--- config.mk ---
export PLATFORM = sky130hd
export DESIGN_NAME = flash_status_ctrl
export DESIGN_NICKNAME = d
export VERILOG_FILES = /design/src/flash_poll_pkg.sv /design/src/flash_cycle_if.sv /design/src/pin_sync.sv /design/src/flash_cycle.sv /design/src/flash_status_ctrl.sv
export SDC_FILE = /design/constraint.sdc
export NUM_CORES = 1
export LEC_CHECK = 0
export ABC_AREA = 1
export BUFFER_PORTS_ARGS = -buffer_cell sky130_fd_sc_hd__clkbuf_2
export CORE_ASPECT_RATIO = 1.2
export CORE_MARGIN = 2
export CORE_UTILIZATION = 40
export DETAILED_ROUTE_END_ITERATION = 12
export REMOVE_ABC_BUFFERS = 1
export SLEW_MARGIN = 20
export SYNTH_ARGS = -nofsm -noshare
export SYNTH_HDL_FRONTEND = slang
export SYNTH_SLANG_ARGS = --single-unit
--- constraint.sdc ---
create_clock -name pclk -period 2.4 [get_ports pclk]
set_clock_uncertainty 0.15 [all_clocks]
set_input_delay 0.12 -clock pclk [delete_from_list [all_inputs] [get_ports pclk]]
set_output_delay 0.12 -clock pclk [all_outputs]
set_load 0.05 [all_outputs]
--- src/flash_poll_pkg.sv ---
package flash_poll_pkg;
   // clock and pin timing
   localparam int CLK_PERIOD_NS = 40;
   localparam int T_STROBE_NS   = 70;
   localparam int T_RECOVER_NS  = 30;
   localparam logic [3:0] STROBE_CYC  = 4'((T_STROBE_NS + CLK_PERIOD_NS - 1) / CLK_PERIOD_NS);
   localparam logic [3:0] RECOVER_CYC = 4'((T_RECOVER_NS + CLK_PERIOD_NS - 1) / CLK_PERIOD_NS);
   // extra read strobe cycles so the resynchronised data has settled
   localparam logic [3:0] SYNC_LAT    = 4'h4;
   // register byte offsets
   localparam logic [7:0] OFS_CTRL    = 8'h00;
   localparam logic [7:0] OFS_ADDR    = 8'h04;
   localparam logic [7:0] OFS_WDATA   = 8'h08;
   localparam logic [7:0] OFS_RECOVER = 8'h0C;
   localparam logic [7:0] OFS_STATUS  = 8'h10;
   localparam logic [7:0] OFS_RDATA   = 8'h14;
   // control fields
   localparam int CTRL_START = 0;
   localparam int CTRL_OP_LO = 1;
   localparam int CTRL_STOP  = 4;
   localparam int CTRL_AUTO  = 5;
   // status bit positions on the data lines
   localparam int POLL_BIT   = 7;
   localparam int TOGGLE_BIT = 6;
   localparam int LIMIT_BIT  = 5;
   localparam int WINDOW_BIT = 3;
   localparam int ABORT_BIT  = 1;
   // reset values
   localparam logic [31:0] RECOVER_RESET = 32'h0000_0000;
   typedef enum logic [2:0] {
      OP_WRITE    = 3'b000,
      OP_READ     = 3'b001,
      OP_TOGGLE   = 3'b010,
      OP_DATAPOLL = 3'b011,
      OP_WINDOW   = 3'b100,
      OP_RESET    = 3'b101
   } op_t;
   typedef enum logic [2:0] {
      RES_NONE         = 3'b000,
      RES_OK           = 3'b001,
      RES_FAIL         = 3'b010,
      RES_ABORT        = 3'b011,
      RES_STOPPED      = 3'b100,
      RES_NOT_ACCEPTED = 3'b101
   } result_t;
endpackage

--- src/flash_cycle_if.sv ---
`timescale 1ns/10ps
interface flash_cycle_if #(
   parameter int ADDR_W = 21,
   parameter int DATA_W = 16
);
   logic              req;
   logic              we;
   logic [ADDR_W-1:0] addr;
   logic [DATA_W-1:0] wdata;
   logic              ack;
   logic [DATA_W-1:0] rdata;
   modport ctl (output req, output we, output addr, output wdata, input ack, input rdata);
   modport eng (input req, input we, input addr, input wdata, output ack, output rdata);
endinterface

--- src/pin_sync.sv ---
`timescale 1ns/10ps
module pin_sync #(
   parameter int W = 1
) (
   input  wire logic         pclk,
   input  wire logic         presetn,
   input  wire logic [W-1:0] din,
   output logic      [W-1:0] dout
);
   logic [W-1:0] s1;
   logic [W-1:0] s2;
   logic [W-1:0] s3;
   // three stages; a new value counts only once stages two and three agree
   always_ff @(posedge pclk or negedge presetn) begin
      if (!presetn) begin
         s1   <= '0;
         s2   <= '0;
         s3   <= '0;
         dout <= '0;
      end else begin
         s1 <= din;
         s2 <= s1;
         s3 <= s2;
         if (s2 == s3) dout <= s3;
      end
   end
endmodule

--- src/flash_cycle.sv ---
`timescale 1ns/10ps
module flash_cycle
   import flash_poll_pkg::*;
#(
   parameter int ADDR_W = 21,
   parameter int DATA_W = 16
) (
   input  wire logic              pclk,
   input  wire logic              presetn,
   flash_cycle_if.eng             cyc,
   output logic [ADDR_W-1:0]      flash_addr,
   output logic                   flash_ce_n,
   output logic                   flash_oe_n,
   output logic                   flash_we_n,
   output logic [DATA_W-1:0]      dq_out,
   output logic                   dq_oe,
   input  wire logic [DATA_W-1:0] dq_sync
);
   typedef enum logic [1:0] {
      CY_IDLE   = 2'b00,
      CY_SETUP  = 2'b01,
      CY_STROBE = 2'b10,
      CY_GAP    = 2'b11
   } cy_state_t;
   cy_state_t  st;
   logic [3:0] cnt;
   logic       cnt_done;
   assign cnt_done = (cnt == 4'h1);
   // one bus cycle per request; the gap with both strobes high makes every read a separate cycle
   always_ff @(posedge pclk or negedge presetn) begin
      if (!presetn) begin
         st <= CY_IDLE;
         cnt <= 4'h0;
         flash_addr <= '0;
         flash_ce_n <= 1'b1;
         flash_oe_n <= 1'b1;
         flash_we_n <= 1'b1;
         dq_out <= '0;
         dq_oe <= 1'b0;
         cyc.ack <= 1'b0;
         cyc.rdata <= '0;
      end else begin
         cyc.ack <= 1'b0;
         case (st)
            CY_IDLE: if (cyc.req && !cyc.ack) begin
               flash_addr <= cyc.addr;
               dq_out <= cyc.wdata;
               dq_oe <= cyc.we;
               flash_ce_n <= 1'b0;
               st <= CY_SETUP;
            end
            CY_SETUP: begin
               flash_we_n <= !cyc.we;
               flash_oe_n <= cyc.we;
               cnt <= cyc.we ? STROBE_CYC : 4'(STROBE_CYC + SYNC_LAT);
               st <= CY_STROBE;
            end
            CY_STROBE: if (cnt_done) begin
               if (!cyc.we) cyc.rdata <= dq_sync;
               flash_we_n <= 1'b1;
               flash_oe_n <= 1'b1;
               cnt <= RECOVER_CYC;
               st <= CY_GAP;
            end else begin
               cnt <= 4'(cnt - 4'h1);
            end
            CY_GAP: if (cnt_done) begin
               flash_ce_n <= 1'b1;
               dq_oe <= 1'b0;
               cyc.ack <= 1'b1;
               st <= CY_IDLE;
            end else begin
               cnt <= 4'(cnt - 4'h1);
            end
            default: st <= CY_IDLE;
         endcase
      end
   end
endmodule

--- src/flash_status_ctrl.sv ---
// Decided for this implementation: the placing of the registers and the APB slave port.
`timescale 1ns/10ps
module flash_status_ctrl
   import flash_poll_pkg::*;
#(
   parameter int ADDR_W = 21,
   parameter int DATA_W = 16
) (
   input  wire logic              pclk,
   input  wire logic              presetn,
   input  wire logic              psel,
   input  wire logic              penable,
   input  wire logic              pwrite,
   input  wire logic [11:0]       paddr,
   input  wire logic [31:0]       pwdata,
   output logic [31:0]            prdata,
   output logic                   pready,
   output logic                   pslverr,
   output logic [ADDR_W-1:0]      flash_addr,
   output logic                   flash_ce_n,
   output logic                   flash_oe_n,
   output logic                   flash_we_n,
   output logic [DATA_W-1:0]      dq_out,
   output logic                   dq_oe,
   input  wire logic [DATA_W-1:0] dq_in,
   input  wire logic              ready_busy_output
);
   typedef enum logic [3:0] {
      ST_IDLE  = 4'b0000,
      ST_WRITE = 4'b0001,
      ST_READ  = 4'b0010,
      ST_TG1   = 4'b0011,
      ST_TG2   = 4'b0100,
      ST_TG3   = 4'b0101,
      ST_DP1   = 4'b0110,
      ST_DP2   = 4'b0111,
      ST_WIN   = 4'b1000,
      ST_RST   = 4'b1001
   } state_t;

   flash_cycle_if #(.ADDR_W(ADDR_W), .DATA_W(DATA_W)) cyc ();

   state_t            state;
   state_t            next_state;
   result_t           result;
   result_t           next_result;
   op_t               op;
   logic [ADDR_W-1:0] addr_reg;
   logic [DATA_W-1:0] wdata_reg;
   logic [DATA_W-1:0] recover_reg;
   logic [DATA_W-1:0] last_read;
   logic              auto_reset;
   logic              stop_pend;
   logic              window_flag;
   logic              next_window_flag;
   logic [DATA_W-1:0] dq_sync;
   logic              ready_sync;

   // pins from the flash are asynchronous to pclk
   pin_sync #(.W(DATA_W)) u_dq_sync (
      .pclk    (pclk),
      .presetn (presetn),
      .din     (dq_in),
      .dout    (dq_sync)
   );

   pin_sync #(.W(1)) u_rb_sync (
      .pclk    (pclk),
      .presetn (presetn),
      .din     (ready_busy_output),
      .dout    (ready_sync)
   );

   flash_cycle #(.ADDR_W(ADDR_W), .DATA_W(DATA_W)) u_cycle (
      .pclk       (pclk),
      .presetn    (presetn),
      .cyc        (cyc.eng),
      .flash_addr (flash_addr),
      .flash_ce_n (flash_ce_n),
      .flash_oe_n (flash_oe_n),
      .flash_we_n (flash_we_n),
      .dq_out     (dq_out),
      .dq_oe      (dq_oe),
      .dq_sync    (dq_sync)
   );

   // apb decode; zero wait states, so pready is always high
   logic        setup_ph;
   logic        wr_acc;
   logic        sel_ctrl;
   logic        sel_addr;
   logic        sel_wdata;
   logic        sel_recover;
   logic        sel_status;
   logic        sel_rdata;
   logic        mapped;
   logic        busy;
   logic        start_req;
   logic        stop_req;
   logic [31:0] rd_mux;

   assign setup_ph    = psel && !penable;
   assign wr_acc      = psel && penable && pwrite;
   assign sel_ctrl    = (paddr[7:0] == OFS_CTRL);
   assign sel_addr    = (paddr[7:0] == OFS_ADDR);
   assign sel_wdata   = (paddr[7:0] == OFS_WDATA);
   assign sel_recover = (paddr[7:0] == OFS_RECOVER);
   assign sel_status  = (paddr[7:0] == OFS_STATUS);
   assign sel_rdata   = (paddr[7:0] == OFS_RDATA);
   assign mapped      = (paddr[11:8] == 4'h0) &&
                        (sel_ctrl || sel_addr || sel_wdata || sel_recover || sel_status || sel_rdata);
   assign busy        = (state != ST_IDLE);
   assign start_req   = wr_acc && mapped && sel_ctrl && pwdata[CTRL_START] && !busy;
   assign stop_req    = wr_acc && mapped && sel_ctrl && pwdata[CTRL_STOP];
   assign pready      = 1'b1;

   // read mux; unmapped reads give zero and an error
   always_comb begin
      rd_mux = 32'h0000_0000;
      if (!mapped) begin
         rd_mux = 32'h0000_0000;
      end else if (sel_ctrl) begin
         rd_mux = {26'h0, auto_reset, 1'b0, op, 1'b0};
      end else if (sel_addr) begin
         rd_mux = 32'(addr_reg);
      end else if (sel_wdata) begin
         rd_mux = 32'(wdata_reg);
      end else if (sel_recover) begin
         rd_mux = 32'(recover_reg);
      end else if (sel_status) begin
         rd_mux = {26'h0, window_flag, ready_sync, result, busy};
      end else if (sel_rdata) begin
         rd_mux = 32'(last_read);
      end
   end

   // answer is latched in the setup cycle and stands through the access cycle
   always_ff @(posedge pclk or negedge presetn) begin
      if (!presetn) begin
         prdata <= 32'h0000_0000;
         pslverr <= 1'b0;
      end else if (setup_ph) begin
         prdata <= pwrite ? 32'h0000_0000 : rd_mux;
         pslverr <= !mapped;
      end
   end

   // software registers; op and auto_reset may only change while idle
   always_ff @(posedge pclk or negedge presetn) begin
      if (!presetn) begin
         op <= OP_WRITE;
         auto_reset <= 1'b0;
         addr_reg <= '0;
         wdata_reg <= '0;
         recover_reg <= RECOVER_RESET[DATA_W-1:0];
      end else if (wr_acc && mapped && !busy) begin
         if (sel_ctrl) begin
            op <= op_t'(pwdata[CTRL_OP_LO+2:CTRL_OP_LO]);
            auto_reset <= pwdata[CTRL_AUTO];
         end
         if (sel_addr) addr_reg <= pwdata[ADDR_W-1:0];
         if (sel_wdata) wdata_reg <= pwdata[DATA_W-1:0];
         if (sel_recover) recover_reg <= pwdata[DATA_W-1:0];
      end
   end

   // a stop waits for the current bus cycle, then ends the poll
   always_ff @(posedge pclk or negedge presetn) begin
      if (!presetn) begin
         stop_pend <= 1'b0;
      end else if (stop_req && busy) begin
         stop_pend <= 1'b1;
      end else if (!busy) begin
         stop_pend <= 1'b0;
      end
   end

   // every poll read uses the software address, so it can point at the last buffer word
   assign cyc.req   = busy;
   assign cyc.we    = (state == ST_WRITE) || (state == ST_RST);
   assign cyc.addr  = addr_reg;
   assign cyc.wdata = (state == ST_RST) ? recover_reg : wdata_reg;

   // flag tests on the word just read and the one before it
   logic toggling;
   logic limit_hit;
   logic aborted;
   logic poll_match;

   assign toggling   = (cyc.rdata[TOGGLE_BIT] != last_read[TOGGLE_BIT]);
   assign limit_hit  = cyc.rdata[LIMIT_BIT];
   assign aborted    = cyc.rdata[ABORT_BIT];
   assign poll_match = (cyc.rdata[POLL_BIT] == wdata_reg[POLL_BIT]);

   // failure either hands over to the recovery write or reports and stops
   state_t  fail_state;
   result_t fail_result;
   assign fail_state  = auto_reset ? ST_RST : ST_IDLE;
   assign fail_result = RES_FAIL;

   // polling sequencer; apart from leaving idle on a start write, transitions happen only when a bus cycle completes
   always_comb begin
      next_state = state;
      next_result = result;
      next_window_flag = window_flag;
      case (state)
         ST_IDLE: if (start_req) begin
            next_result = RES_NONE;
            case (op_t'(pwdata[CTRL_OP_LO+2:CTRL_OP_LO]))
               OP_WRITE:    next_state = ST_WRITE;
               OP_READ:     next_state = ST_READ;
               OP_TOGGLE:   next_state = ST_TG1;
               OP_DATAPOLL: next_state = ST_DP1;
               OP_WINDOW:   next_state = ST_TG1;
               OP_RESET:    next_state = ST_RST;
               default:     next_state = ST_IDLE;
            endcase
         end
         ST_WRITE, ST_READ: if (cyc.ack) begin
            next_state = ST_IDLE;
            next_result = RES_OK;
         end
         ST_TG1: if (cyc.ack) begin
            next_state = stop_pend ? ST_IDLE : ST_TG2;
            next_result = stop_pend ? RES_STOPPED : result;
         end
         ST_TG2: if (cyc.ack) begin
            if (op == OP_WINDOW) begin
               // the window flag is read only once the erase command shows as accepted
               next_state = toggling ? ST_WIN : ST_IDLE;
               next_result = toggling ? result : RES_NOT_ACCEPTED;
            end else if (!toggling) begin
               next_state = ST_IDLE;
               next_result = RES_OK;
            end else if (aborted) begin
               next_state = ST_IDLE;
               next_result = RES_ABORT;
            end else if (limit_hit) begin
               next_state = ST_TG3;
            end else if (stop_pend) begin
               next_state = ST_IDLE;
               next_result = RES_STOPPED;
            end else begin
               next_state = ST_TG1;
            end
         end
         ST_TG3: if (cyc.ack) begin
            next_state = toggling ? fail_state : ST_IDLE;
            next_result = toggling ? fail_result : RES_OK;
         end
         ST_DP1: if (cyc.ack) begin
            if (poll_match) begin
               next_state = ST_DP2; // completion bit may lead the other lines, so read again
            end else if (aborted) begin
               next_state = ST_IDLE;
               next_result = RES_ABORT;
            end else if (limit_hit) begin
               next_state = ST_DP2;
            end else if (stop_pend) begin
               next_state = ST_IDLE;
               next_result = RES_STOPPED;
            end
         end
         ST_DP2: if (cyc.ack) begin
            next_state = poll_match ? ST_IDLE : fail_state;
            next_result = poll_match ? RES_OK : fail_result;
         end
         ST_WIN: if (cyc.ack) begin
            next_state = ST_IDLE;
            next_window_flag = cyc.rdata[WINDOW_BIT];
            next_result = RES_OK;
         end
         ST_RST: if (cyc.ack) begin
            next_state = ST_IDLE;
            if (result == RES_NONE) next_result = RES_OK;
         end
         default: next_state = ST_IDLE;
      endcase
   end

   // state, result and the previous read word for toggle comparison
   always_ff @(posedge pclk or negedge presetn) begin
      if (!presetn) begin
         state <= ST_IDLE;
         result <= RES_NONE;
         window_flag <= 1'b0;
         last_read <= '0;
      end else begin
         state <= next_state;
         result <= next_result;
         window_flag <= next_window_flag;
         if (cyc.ack && !cyc.we) last_read <= cyc.rdata;
      end
   end
endmodule

## Yosys cells after proc, flatten, opt, wreduce, memory -nomap -nowiden

Index checks and enable logic that the tools add are counted.

- Mux-type cells: 71
- Bitwise operators: 1
- Eq/ne operators: 46
- Add/subtract/negate cells: 1
- Reductions and logical operators: 51

Operators with widths:

| operator | number |
|---|---|
| $mux 32 | 3 |
| $mux 16 | 5 |
| $mux 4 | 18 |
| $mux 3 | 21 |
| $pmux 4 s7 | 1 |
| $ne 2x1->1 const B | 13 |
| $pmux 3 s8 | 1 |
| $mux 21 | 1 |
| $pmux 4 s5 | 1 |
| $eq 16x16->1 | 1 |
| $eq 4x3->1 const B | 4 |
| $eq 8x4->1 const B | 2 |
| $eq 8x5->1 const B | 2 |
| $reduce_and 2->1 | 8 |
| $logic_and 1x1->1 | 13 |
| $mux 2 | 6 |
| $pmux 4 s3 | 1 |
| $reduce_and 12->1 | 1 |
| $eq 3x3->1 const B | 3 |
| $reduce_and 3->1 | 3 |
| $eq 4x1->1 const B | 2 |
| $eq 4x2->1 const B | 2 |
| $eq 4x4->1 const B | 2 |
| $eq 8x3->1 const B | 1 |
| 28 further kinds | 55 |

- Flip-flop bits (word level): 247

## Longest topological paths before layout

- Depth after elaboration: 13
- Gate-level depth with buffers: 13
- Gate-level depth less buffers: 12

## By module

From an unflattened synthesis, not the netlist that was laid out.

- Cells, all modules: 1242
- Area, all modules: 10697.8 µm²

Modules (own cells, without submodules):

| module | times used | area each (µm²) | sequential area each (µm²) | cells each |
|---|---|---|---|---|
| flash_status_ctrl | 1 | 5506.5 | 2602.5 | 707 |
| flash_cycle | 1 | 2894.0 | 1605.3 | 324 |
| pin_sync (u_dq_sync) | 1 | 2180.8 | 1601.5 | 203 |
| pin_sync (u_rb_sync) | 1 | 116.4 | 100.1 | 8 |

## Worst setup path before layout

Ideal clock, no wire load.

- Path type: flip-flop to flip-flop
- From: register u_cycle.cnt[1]
- To: register u_cycle.cyc.rdata[11]
- Data arrival time: 1.616 ns
- Setup slack: 0.503 ns
- Stages on the path, launching flop included: 12
- Setup time: 0.131 ns
- Cells stage by stage: dfrtp_1 inv_1 ha_1 nand2_1 nor2_1 inv_1 nor2_1 nand2_1 clkbuf_1 clkbuf_1 nand2_1 o21ai_0

- Cells in the longest elaborated chain, start to end: 2

Ends and longest elaborated chain:

| item | line | text |
|---|---|---|
| start: declaration | flash_cycle.sv:26 | `logic [3:0] cnt;` |
| start signal: assignment | flash_cycle.sv:55 | `cnt <= cyc.we ? STROBE_CYC : 4'(STROBE_CYC + SYNC_LAT);` |
| start signal: assignment | flash_cycle.sv:65 | `cnt <= 4'(cnt - 4'h1);` |
| start signal: assignment | flash_cycle.sv:73 | `cnt <= 4'(cnt - 4'h1);` |
| $eq 4x1->1 | flash_cycle.sv:28 | `assign cnt_done = (cnt == 4'h1);` |
| $reduce_and 3->1 (no line) | -- |  |
| end signal: assignment | flash_cycle.sv:59 | `if (!cyc.we) cyc.rdata <= dq_sync;` |
| end: declaration | flash_cycle_if.sv:13 | `modport eng (input req, input we, input addr, input wdata, output ack, output rdata);` |

Every way passes these cells.
A chain may end at the register's enable or synchronous reset.

## Final worst setup path

- From: input port paddr[10]
- To: register recover_reg[15]

- Cells in the longest elaborated chain, start to end: 5

Ends and longest elaborated chain:

| item | line | text |
|---|---|---|
| start: declaration | flash_status_ctrl.sv:14 | `input wire logic [11:0] paddr,` |
| $logic_not 4->1 | flash_status_ctrl.sv:110 | `assign mapped = (paddr[11:8] == 4'h0) &&` |
| $logic_and 1x1->1 | flash_status_ctrl.sv:110 |  |
| $logic_and 1x1->1 (2 in a row) | flash_status_ctrl.sv:156 | `end else if (wr_acc && mapped && !busy) begin` |
| $reduce_and 2->1 (no line) | -- |  |
| end signal: assignment | flash_status_ctrl.sv:155 | `recover_reg <= RECOVER_RESET[DATA_W-1:0];` |
| end signal: assignment | flash_status_ctrl.sv:163 | `if (sel_recover) recover_reg <= pwdata[DATA_W-1:0];` |
| end: declaration | flash_status_ctrl.sv:50 | `logic [DATA_W-1:0] recover_reg;` |

Every way passes these cells.

==> impl_metrics.tcl <==
set metrics [dict create \
    status "completed" \
    worstPathArrival_ps 2560 \
    hold_ws_ps 22.8 \
    place.port_buffers 117 \
    seq_area_frac_synth 0.597 \
    p_leak_nw 6.07 \
    fin_crit_sh 0.951 \
    cts-root-buf "clkbuf_16" \
    synth_edf_count 0 \
    synth.distinct_cells 39 \
    drv_slew 0 \
    synth_cells 1050 \
    ys_warn_count 0 \
    grt_overflow 0 \
    coreArea_um2 24500 \
    design_area_um2 12300 \
    combPwrFrac 0.271 \
    setup_viol 0 \
    start_kind "primary input" \
    worstPathMaxFanout 16 \
    drc_errors 0 \
    ios 141 \
    power_density_nw_per_um2 946 \
    swShare 0.354 \
    ys_top_cells_by_area "dfrtp_1 (59%), nand2_1 (9.5%), o21ai_0 (6.6%)" \
    crit_required_ps 2680 \
    clockBufferDepth 3 \
    synth_top_area_share 0.589 \
    crit_path_end_kind "flip-flop" \
    cts_sinks 236 \
    synthArstFlopShare 1.00 \
    clockPowerShare 0.322 \
    avgRoutedWirePerCell_um 14.3 \
    yosys.area.top_type "dfrtp_1" \
    vdd_ir_drop_max_uv 500 \
    routed_wl_um 22500 \
    area_growth_syn_to_layout_pct 24.0 \
    die-area_um2 26000 \
    switching_power_mw 4.11 \
    holdCritPathClass "primary input to async pin" \
    clk_latency_ps 530 \
    grt_pass1_vias 7447 \
    place_congestion 0.897 \
    htreeDepth 1 \
    grt_usage 0.176 \
    layout.nets 1305 \
    rsz0062_at_grt "no" \
    r2r-start "state[1]" \
    ant_nets 0 \
    path_class "primary input to flip-flop" \
    finalPower_mw 11.6 \
    rows 63 \
    die_height_um 176 \
    syn_avg_cell_area_um2 9.42 \
    insertedDiodeCount 0 \
    grt_max_degree 81 \
    clk_pin_slew_ps 60 \
    seqPwrFrac 0.406 \
    tightest_slew_ps 615 \
    synth-seq-cells 236 \
    cts_buffers 25 \
    antenna_found_initial 0 \
    cts_tree "built" \
    fmax_ghz 0.438 \
    place_area_um2 11000 \
    grt_first_pass_wirelength_um 37500 \
    maxCapViolCount 0 \
    finalCriticalPeriod_ps 2280 \
    first_iter_violations 424 \
    vias 7506 \
    slew_headroom 0.587 \
    dp_hpwl_um 15300 \
    die_w_um 148 \
    startpoint "paddr[10]" \
    finalHoldViolations 0 \
    p_int_mw 7.49 \
    start_util 0.404 \
    syn_area_um2 9900 \
    dr.pass1.iters 5 \
    ys_dominant_reg_cell "dfrtp_1" \
    viasPerCell 4.77 \
    drive_above_1_share 0.184 \
]
[per-stage QoR]
step	instances	setup TNS [ps]	utilization	setup slack [ps]
floorplan	1011	-284	-	-54.1
global placement	1481	0	0.447	274
detailed placement	1481	0	0.447	245
CTS	1573	0	0.499	39.2
global route	1575	0	0.500	4.83
finish	1575	0	0.500	118
[cells in the mapped netlist, types with 9 or more instances]
cell type  instances
mux2_2            16
nand2_1          250
nor2_1            72
nand3_1           14
inv_1            100
nor3_1             9
xnor2_1            9
o21ai_0          131
o21ai_1           34
o22ai_1           12
a21oi_1           39
nand4_1           16
dfrtp_1          233
clkbuf_1          22
buf_4             17
[worst max-delay path, stage by stage]
cell           delay (ps)
dlygate4sd3_1         540
clkbuf_2              100
nor4_1                150
dlygate4sd3_1         580
buf_4                 130
nand2_2                70
inv_2                  80
nand3_4               170
nor2_4                290
buf_12                180
nand2_1                60
o21ai_0                80
[layer usage]
metal / wire [um] / GRT usage / vias to the layer above
li1: - / - / 3767
met1: 9840 / 0.234 / 3516
met3: 1130 / 0.0227 / 41
met2: 10900 / 0.301 / 182
met4: 591 / 0.0553 / 0
met5: 0 / 0 / -
[power groups by stage]
stage / combinational [mW] / sequential (mW) / clock [mW]
final: 3.15 / 4.71 / 3.74
after detailed placement: 3.08 / 4.79 / 0
after global routing: 3.47 / 4.77 / 4.01
after global placement: 3.03 / 4.77 / 0
after CTS: 3.15 / 4.72 / 3.83
after floorplan: 1.29 / 5.62 / 0
[cells in the final DEF, fill, tap and decap left out, types with 3 or more instances in the layout]
| cell | instances |
|---|---|
| dfstp_2 | 3 |
| nand3_1 | 14 |
| nand2_2 | 3 |
| inv_1 | 99 |
| mux2_2 | 16 |
| nor2_2 | 5 |
| o21ai_1 | 34 |
| dlygate4sd3_1 | 48 |
| nand4_1 | 16 |
| buf_12 | 7 |
| buf_4 | 23 |
| o31ai_1 | 3 |
| a21oi_1 | 39 |
| inv_2 | 3 |
| nor2_1 | 70 |
| o22ai_1 | 12 |
| nor3_1 | 9 |
| xnor2_1 | 9 |
| clkbuf_1 | 4 |
| ha_1 | 6 |
| nand2_1 | 250 |
| clkbuf_2 | 116 |
| conb_1 | 12 |
| clkbuf_16 | 25 |
| o21ai_0 | 131 |
| nor2_4 | 9 |
| a221oi_1 | 4 |
| xor2_1 | 8 |
| dfrtp_1 | 233 |
| o211ai_1 | 8 |
| clkinv_2 | 8 |
[kinds of logic after synthesis]
kind of cell / share of synthesized area
AOI/OAI and AO/OA: 0.130
xor gates and xnor gates: 0.0150
adders and majority gates: 0.00860
buffers and inverters: 0.0663
DFF: 0.597
muxes: 0.0182
other: 0.000759
and+or+nand+nor: 0.164
[final cells by class]
type                       instances  area [um2]
sequential                       236        5910
multi-input combinational        673        3390
timing repair buffer             195        1390
clock inverter                    13         126
fill                            2283       12200
tap                              325         407
clock buffer                      31         668
inverter                         102         383
[worst paths after layout]
| path | endpoint | slack, ps | cells past startpoint |
|---|---|---|---|
| worst max-delay path | recover_reg[15] | 120 | 12 |
| worst min-delay path | u_dq_sync.s1[10] | 20 | 2 |
| worst max register to register | recover_reg[15] | 320 | 8 |
| worst min register to register | u_dq_sync.s2[5] | 190 | 0 |
| max in group asynchronous | u_cycle.flash_oe_n | 1320 | 3 |
| min in group pclk | prdata[0] | 30 | 5 |
[timing repair]
action	CTS	global route
endpoints found under the hold margin	319	0
buffers inserted	0	2
hold buffers	48	0
setup endpoints to repair	0	18
resized for setup	0	3
(Power assumes the default switching activity.)
